`src/include/srrp_cfg.svh`:
```
`ifndef SRRP_CFG_SVH
`define SRRP_CFG_SVH

// Command byte layout
`define SRRP_CMD_DIR_BIT 7
`define SRRP_CMD_IDX_MSB 6
`define SRRP_CMD_LAST_BIT 3'h7

// Register indices
`define SRRP_PHASE_A_ACTIVE_ENERGY_IDX 7'h01
`define SRRP_PHASE_B_ACTIVE_ENERGY_IDX 7'h02
`define SRRP_PHASE_C_ACTIVE_ENERGY_IDX 7'h03
`define SRRP_PHASE_A_REACTIVE_ENERGY_IDX 7'h04
`define SRRP_PHASE_B_REACTIVE_ENERGY_IDX 7'h05

// Widths and reset values
`define SRRP_ENERGY_BITS 5'h10
`define SRRP_DEFAULT_BITS 5'h08
`define SRRP_ENERGY_RESET 16'h0000
`define SRRP_MEM_WORDS 8

`endif

```
`src/include/srrp_pkg.sv`:
```
package srrp_pkg;

	typedef enum logic [1:0] {
		SRRP_ST_CMD,
		SRRP_ST_LOAD,
		SRRP_ST_READ,
		SRRP_ST_WRITE
	} srrp_state_t;

	typedef struct packed {
		logic wr;
		logic [6:0] target_reg_index;
	} srrp_cmd_t;

	typedef struct packed {
		logic valid;
		logic [6:0] target_reg_index;
		logic [15:0] value;
	} srrp_upd_t;

	typedef struct packed {
		logic strobe;
		logic [6:0] target_reg_index;
		logic [15:0] value;
	} srrp_wr_t;

endpackage

```
`src/srrp_energy_mem.sv`:
```
`timescale 1ns/1ns
`include "srrp_cfg.svh"

module srrp_energy_mem (
	// Clock, reset and enable
	input wire logic clk_i,
	input wire logic resetn_i,
	input wire logic ce_i,
	// Update port from the metering core
	input wire logic wr_en_i,
	input wire logic [2:0] wr_addr_i,
	input wire logic [15:0] wr_data_i,
	// Registered read port
	input wire logic [2:0] rd_addr_i,
	output logic [15:0] rd_data_o
);
	logic [15:0] mem_reg [`SRRP_MEM_WORDS];

	always_ff @(posedge clk_i or negedge resetn_i) begin
		if (!resetn_i) begin
			for (int i = 0; i < `SRRP_MEM_WORDS; i++) begin
				mem_reg[i] <= `SRRP_ENERGY_RESET;
			end
		end else if (ce_i && wr_en_i) begin
			mem_reg[wr_addr_i] <= wr_data_i;
		end
	end

	always_ff @(posedge clk_i or negedge resetn_i) begin
		if (!resetn_i) begin
			rd_data_o <= `SRRP_ENERGY_RESET;
		end else if (ce_i) begin
			rd_data_o <= mem_reg[rd_addr_i];
		end
	end
endmodule // srrp_energy_mem

```
`src/srrp_serial_port.sv`:
```
`timescale 1ns/1ns
`include "srrp_cfg.svh"

module srrp_serial_port (
	// Clock, reset, enable
	input wire logic CORE_CLK_I,
	input wire logic RESETN_I,
	input wire logic CE_I,
	// Serial pins
	input wire logic SCLK_I,
	input wire logic CS_N_I,
	input wire logic DIN_I,
	output logic DOUT_O,
	output logic DOUT_OE_N_O,
	// Metering core side
	input wire srrp_pkg::srrp_upd_t ENERGY_UPD_I,
	output srrp_pkg::srrp_wr_t REG_WR_O,
	output logic BUSY_O
);
	import srrp_pkg::*;

	function automatic logic is_energy(input logic [6:0] idx);
		return (idx >= `SRRP_PHASE_A_ACTIVE_ENERGY_IDX) &&
			(idx <= `SRRP_PHASE_B_REACTIVE_ENERGY_IDX);
	endfunction

	function automatic logic [4:0] reg_bits(input logic [6:0] idx);
		return is_energy(idx) ? `SRRP_ENERGY_BITS : `SRRP_DEFAULT_BITS;
	endfunction

	////////////////////////////////////////////////////////////////////////////////
	// Pin synchronisers and edge detection
	logic [1:0] sclk_sync_reg;
	logic [1:0] cs_sync_reg;
	logic [1:0] din_sync_reg;
	logic sclk_d_reg;
	logic cs_d_reg;
	logic sclk_rise;
	logic sclk_fall;
	logic cs_rise;
	logic cs_fall;
	logic cs_low;

	always_ff @(posedge CORE_CLK_I or negedge RESETN_I) begin
		if (!RESETN_I) begin
			sclk_sync_reg <= 2'h3;
			cs_sync_reg <= 2'h3;
			din_sync_reg <= 2'h0;
			sclk_d_reg <= 1'b1;
			cs_d_reg <= 1'b1;
		end else if (CE_I) begin
			sclk_sync_reg <= {sclk_sync_reg[0], SCLK_I};
			cs_sync_reg <= {cs_sync_reg[0], CS_N_I};
			din_sync_reg <= {din_sync_reg[0], DIN_I};
			sclk_d_reg <= sclk_sync_reg[1];
			cs_d_reg <= cs_sync_reg[1];
		end
	end

	assign sclk_rise = CE_I && sclk_sync_reg[1] && !sclk_d_reg;
	assign sclk_fall = CE_I && !sclk_sync_reg[1] && sclk_d_reg;
	assign cs_rise = CE_I && cs_sync_reg[1] && !cs_d_reg;
	assign cs_fall = CE_I && !cs_sync_reg[1] && cs_d_reg;
	assign cs_low = !cs_sync_reg[1];

	////////////////////////////////////////////////////////////////////////////////
	// Register storage
	logic [6:0] rd_idx_reg;
	logic [15:0] mem_rd_data;
	logic upd_hit;

	assign upd_hit = ENERGY_UPD_I.valid && is_energy(ENERGY_UPD_I.target_reg_index);

	srrp_energy_mem u_mem (
		.clk_i(CORE_CLK_I),
		.resetn_i(RESETN_I),
		.ce_i(CE_I),
		.wr_en_i(upd_hit),
		.wr_addr_i(ENERGY_UPD_I.target_reg_index[2:0]),
		.wr_data_i(ENERGY_UPD_I.value),
		.rd_addr_i(rd_idx_reg[2:0]),
		.rd_data_o(mem_rd_data)
	);

	////////////////////////////////////////////////////////////////////////////////
	// Command capture and sequencing
	srrp_state_t state_reg;
	srrp_cmd_t cmd_reg;
	logic [7:0] cmd_next;
	logic [2:0] cmd_cnt_reg;
	logic [4:0] bits_left_reg;
	logic [15:0] shift_reg;
	logic load_wait_reg;

	assign cmd_next = {cmd_reg[6:0], din_sync_reg[1]};

	always_ff @(posedge CORE_CLK_I or negedge RESETN_I) begin
		if (!RESETN_I) begin
			state_reg <= SRRP_ST_CMD;
			cmd_reg <= '0;
			cmd_cnt_reg <= 3'h0;
			rd_idx_reg <= 7'h00;
			load_wait_reg <= 1'b0;
		end else if (CE_I) begin
			if (cs_fall || cs_rise) begin
				state_reg <= SRRP_ST_CMD;
				cmd_cnt_reg <= 3'h0;
			end else if (cs_low) begin
				unique case (state_reg)
					SRRP_ST_CMD: begin
						if (sclk_fall) begin
							cmd_reg <= cmd_next;
							cmd_cnt_reg <= cmd_cnt_reg + 3'h1;
							if (cmd_cnt_reg == `SRRP_CMD_LAST_BIT) begin
								rd_idx_reg <= cmd_next[`SRRP_CMD_IDX_MSB:0];
								load_wait_reg <= 1'b1;
								if (cmd_next[`SRRP_CMD_DIR_BIT]) begin
									state_reg <= SRRP_ST_WRITE;
								end else begin
									state_reg <= SRRP_ST_LOAD;
								end
							end
						end
					end
					SRRP_ST_LOAD: begin
						load_wait_reg <= 1'b0;
						if (!load_wait_reg) begin
							state_reg <= SRRP_ST_READ;
						end
					end
					SRRP_ST_READ: begin
						if (sclk_fall && bits_left_reg == 5'h00) begin
							state_reg <= SRRP_ST_CMD;
						end
					end
					SRRP_ST_WRITE: begin
						if (sclk_fall && bits_left_reg == 5'h01) begin
							state_reg <= SRRP_ST_CMD;
						end
					end
				endcase
			end
		end
	end

	////////////////////////////////////////////////////////////////////////////////
	// Shift buffer
	always_ff @(posedge CORE_CLK_I or negedge RESETN_I) begin
		if (!RESETN_I) begin
			shift_reg <= 16'h0000;
			bits_left_reg <= 5'h00;
		end else if (CE_I) begin
			if (state_reg == SRRP_ST_CMD && sclk_fall && cmd_cnt_reg == `SRRP_CMD_LAST_BIT) begin
				bits_left_reg <= reg_bits(cmd_next[`SRRP_CMD_IDX_MSB:0]);
				shift_reg <= 16'h0000;
			end else if (state_reg == SRRP_ST_LOAD && !load_wait_reg) begin
				shift_reg <= is_energy(rd_idx_reg) ? mem_rd_data : 16'h0000;
			end else if (state_reg == SRRP_ST_READ && sclk_rise && bits_left_reg != 5'h00) begin
				shift_reg <= {shift_reg[14:0], 1'b0};
				bits_left_reg <= bits_left_reg - 5'h01;
			end else if (state_reg == SRRP_ST_WRITE && sclk_fall && cs_low) begin
				shift_reg <= {shift_reg[14:0], din_sync_reg[1]};
				bits_left_reg <= bits_left_reg - 5'h01;
			end
		end
	end

	////////////////////////////////////////////////////////////////////////////////
	// Serial output driver
	always_ff @(posedge CORE_CLK_I or negedge RESETN_I) begin
		if (!RESETN_I) begin
			DOUT_O <= 1'b0;
			DOUT_OE_N_O <= 1'b1;
		end else if (CE_I) begin
			if (cs_rise || cs_fall || !cs_low) begin
				DOUT_OE_N_O <= 1'b1;
			end else if (state_reg == SRRP_ST_READ && sclk_rise && bits_left_reg != 5'h00) begin
				DOUT_O <= shift_reg[15];
				DOUT_OE_N_O <= 1'b0;
			end else if (state_reg == SRRP_ST_READ && sclk_fall && bits_left_reg == 5'h00) begin
				DOUT_OE_N_O <= 1'b1;
			end
		end
	end

	////////////////////////////////////////////////////////////////////////////////
	// Write hand-off and status
	always_ff @(posedge CORE_CLK_I or negedge RESETN_I) begin
		if (!RESETN_I) begin
			REG_WR_O <= '0;
			BUSY_O <= 1'b0;
		end else if (CE_I) begin
			REG_WR_O.strobe <= 1'b0;
			BUSY_O <= state_reg != SRRP_ST_CMD || cmd_cnt_reg != 3'h0;
			if (state_reg == SRRP_ST_WRITE && sclk_fall && cs_low && bits_left_reg == 5'h01) begin
				REG_WR_O.strobe <= 1'b1;
				REG_WR_O.target_reg_index <= cmd_reg.target_reg_index;
				REG_WR_O.value <= {shift_reg[14:0], din_sync_reg[1]};
			end
		end
	end
endmodule // srrp_serial_port

```
`config.mk`:
```
export PLATFORM = sky130hd
export DESIGN_NAME = srrp_serial_port
export DESIGN_NICKNAME = d
export VERILOG_FILES = /design/src/include/srrp_pkg.sv /design/src/srrp_energy_mem.sv /design/src/srrp_serial_port.sv
export VERILOG_INCLUDE_DIRS = /design/src /design/src/include
export SDC_FILE = /design/constraint.sdc
export NUM_CORES = 1
export LEC_CHECK = 0
export ABC_AREA = 1
export BUFFER_PORTS_ARGS = -buffer_cell sky130_fd_sc_hd__buf_2
export CAP_MARGIN = 10
export CORE_AREA = 5 5 172 174
export DETAILED_ROUTE_END_ITERATION = 10
export DIE_AREA = 0 0 177 179
export PLACE_DENSITY = 0.49
export SETUP_SLACK_MARGIN = 0.05
export SLEW_MARGIN = 0
export SYNTH_ARGS = -nofsm -noshare
export SYNTH_HDL_FRONTEND = slang
export SYNTH_SLANG_ARGS = --single-unit
```
`constraint.sdc`:
```
create_clock -name CORE_CLK_I -period 1.75 [get_ports CORE_CLK_I]
set_input_delay 0.175 -clock CORE_CLK_I [delete_from_list [all_inputs] [get_ports CORE_CLK_I]]
set_output_delay 0.175 -clock CORE_CLK_I [all_outputs]
set_load 0.005 [all_outputs]
```
==> results.yml <==
drt:
  drt_iter0_markers: 480
  number_of_nets_with_antenna_violations_after_detailed_routing: 0
  totalWireLength_um: 23400
  post_drt_via_cell_ratio: 4.60
  remaining_drc_errors: 0
  avg_wl_per_cell_um: 15.4
  routed-via-count: 6985
  drt_first_pass_iters: 7
worst_setup_path:
  crit_fanout: 8
  critical_path_start_type: "flip-flop"
  cp-end-kind: "flip-flop"
  arrival_ns: 1.98
  rr_worst_depth: 8
  setup_cp_type: "reg2reg"
  worst_endpoint_required_time_ns: 2.15
global_routing:
  grt_max_degree: 59
  grt_first_pass_wirelength_um: 39200
  grt-ovfl-total: 0
  initial_antenna_violation_count: 0
  grt_use_total_pct: 15.2
  first_global_vias: 7174
placed_design:
  port_buffers: 56
  place_hpwl_um: 15000
  routabilityCongestion: 0.785
floorplanning:
  fp.coreArea_sq_um: 27600
  number_of_top_level_pins: 57
  start_util_pct: 34.6
  design.die.area_sq_um: 31700
  x_dimension_of_the_die_um: 177
  die_height_um: 179
  std_cell_rows: 61
power_and_ir_drop:
  pwr_density_cell_nw_per_um2: 1180
  p_comb_share_pct: 14.7
  p_switching_mw: 3.68
  power.total_mw: 13.5
  clkPwrFrac_pct: 41.1
  max-vdd-ir-drop_mv: 0.746
  power.leakage_nw: 5.53
  sequentialPowerShare_pct: 44.2
  swShare_pct: 27.3
  internal-power_mw: 9.80
cts:
  inserted_clock_buffers: 26
  h-tree-depth: 1
  root_buffer_cell: "clkbuf_16"
  ctsLongestPathBuffers: 3
  clock_pin_slew_worst_setup_and_hold_paths_ns: 0.06
  cts_tree: "done"
  worstSkewPairLatency_ns: 0.52
  numClockSinks: 220
timing:
  fmaxAchievable_mhz: 634
  final-setup-viol-count: 0
  min_period_over_period_pct: 90.1
  clock_skew_ns: 0.0183
  timing.setup.tns_ns: 0
  drv_slew: 0
  final-hold-violation-count: 0
  fin_crit_ns: 1.58
  grt_setup_unrepaired: "no"
  minimum_hold_slack_ns: 0.00943
  tightest_slew_ns: 0.495
  max-slew-margin-rel_pct: 67.0
yosys:
  synth_area_sq_um: 9550
  synth_cell_type_count: 36
  yosys_register_bits: 220
  dominantRegCellSynth: "dfrtp_1"
  synth.yosys.warnings: 0
  synth_enable_flop_cells: 0
  mappedNetlistNets: 1116
  synth.avg_cell_area_sq_um: 8.84
  async_flop_share_pct: 100
  synthCells: 1080
  ys_seq_area_share_pct: 57.7
worst_hold_path:
  min_delay_path_depth: 3
  hold_path.class: "in2reg"
finish:
  area.growth.synth_to_final_pct: 19.8
  nNetsFinal: 1158
  drive_above_1_share_pct: 16.5
  largest_register_ffs: 128
  antenna-diode-count: 0
flow_run:
  timing.max_cap.violations: 0
status:
  outcome: "complete, no violations"
metrics by stage:
step / setup WS, ns / utilization, % / instance area, sq um / instances
floorplan: 0.157 / - / 9550 / 1080
global placement: 0.0627 / 37.1 / 10300 / 1449
detailed placement: 0.0287 / 37.1 / 10300 / 1449
CTS: 0.117 / 41.1 / 11400 / 1516
global route: 0.00466 / 41.4 / 11400 / 1520
finish: 0.173 / 41.4 / 11400 / 1520
power groups by stage:
stage | combinational [mW] | sequential (mW) | clock [mW]
6_report | 1.98 | 5.95 | 5.54
5_1_grt | 2.29 | 6.03 | 5.90
4_1_cts | 1.99 | 5.95 | 5.72
3_5_place_dp | 1.92 | 6.04 | 0
3_3_place_gp | 1.91 | 6.03 | 0
2_1_floorplan | 1.24 | 5.95 | 0
Yosys cell counts (3+ instances only):
cell / number / share of area, %
a21oi_1: 20 / 1.0
inv_2: 5 / 0.20
o21a_1: 3 / 0.24
o22ai_1: 13 / 0.85
nand2_2: 3 / 0.20
nor2_2: 4 / 0.26
o21ai_0: 117 / 6.1
nand3_1: 35 / 1.8
dfstp_2: 7 / 1.9
buf_4: 3 / 0.24
clkbuf_1: 67 / 2.6
o211ai_1: 8 / 0.63
nor2_8: 3 / 0.63
inv_1: 63 / 2.5
ha_1: 6 / 0.79
o21ai_1: 100 / 5.2
nand4_4: 5 / 1.1
nor2_1: 125 / 4.9
buf_2: 28 / 1.5
or2_2: 7 / 0.46
nand2_1: 226 / 8.9
dfrtp_1: 213 / 56
worst paths after layout:
kind                                    start            endpoint  slack [ns]
max                            cmd_cnt_reg[0]       shift_reg[12]        0.17
min                           ENERGY_UPD_I[0]   u_mem.mem_reg[32]       0.009
max reg2reg                    cmd_cnt_reg[0]       shift_reg[12]        0.17
min reg2reg                u_mem.mem_reg[115]  u_mem.mem_reg[115]        0.37
max in group asynchronous            RESETN_I        REG_WR_O[23]        0.91
min in group asynchronous            RESETN_I  u_mem.mem_reg[112]        0.18
metal layers:
metal / routed length (um) / share of wire [%] / track usage, %
met1: 12300 / 52 / 23.1
met2: 9970 / 43 / 23.2
met3: 759 / 3.2 / 1.96
met4: 448 / 1.9 / 3.32
met5: 0 / 0 / 0
kinds of logic (layout without fill, tap and decap cells):
family | count (synthesis) | after routing | share of synthesized area [%]
AO/OA/AOI/OAI | 266 | 266 | 14.7
XOR/XNOR | 2 | 2 | 0.183
adder cells (fa/ha/maj) | 6 | 6 | 0.786
buffers and inverters | 168 | 229 | 7.17
flip-flops | 220 | 220 | 57.7
AND/OR/NAND/NOR | 418 | 419 | 19.4
final cells by class:
cell class / instances / area, sq um
clock buffers: 40 / 803
clock inverters: 8 / 101
fillers: 2822 / 16200
inverters: 68 / 255
multi-input cells: 693 / 3370
flip-flops and latches: 220 / 5520
well taps: 378 / 473
repair buffers: 113 / 918
placed cells by master (no fill, tap or decap), types with 4 or more instances in the layout:
cell,n
dlygate4sd3_1,18
dfstp_2,7
buf_2,55
o21ai_0,115
clkbuf_1,4
nand3_1,35
ha_1,5
clkbuf_16,27
o22ai_1,13
o211ai_1,8
buf_12,11
nand2_2,4
nor2_2,5
o21ai_1,102
inv_1,63
dfrtp_1,211
clkinv_2,5
a21oi_1,19
nor2_1,124
inv_2,5
nand2_1,225
nand4_4,5
or2_2,7
clkbuf_8,10
buf_4,27
worst max-delay path: stages, from the launching register on:
cell and delay (ns):
dfrtp_1 0.39, ha_1 0.21, ha_2 0.21, nand3_4 0.10, o21ai_4 0.09, nor2_4 0.23, nor2_4 0.10, nand2_1 0.09
nand2_1 0.05
timing repair:
action | in CTS | in global routing
endpoints found under the hold margin | 143 | 0
buffers inserted | 1 | 2
pin swaps | 1 | 4
gates cloned | 0 | 2
hold buffers | 18 | 0
gates resized for setup | 0 | 10
endpoints found under the setup margin | 13 | 35
(Power assumes the default switching activity.)
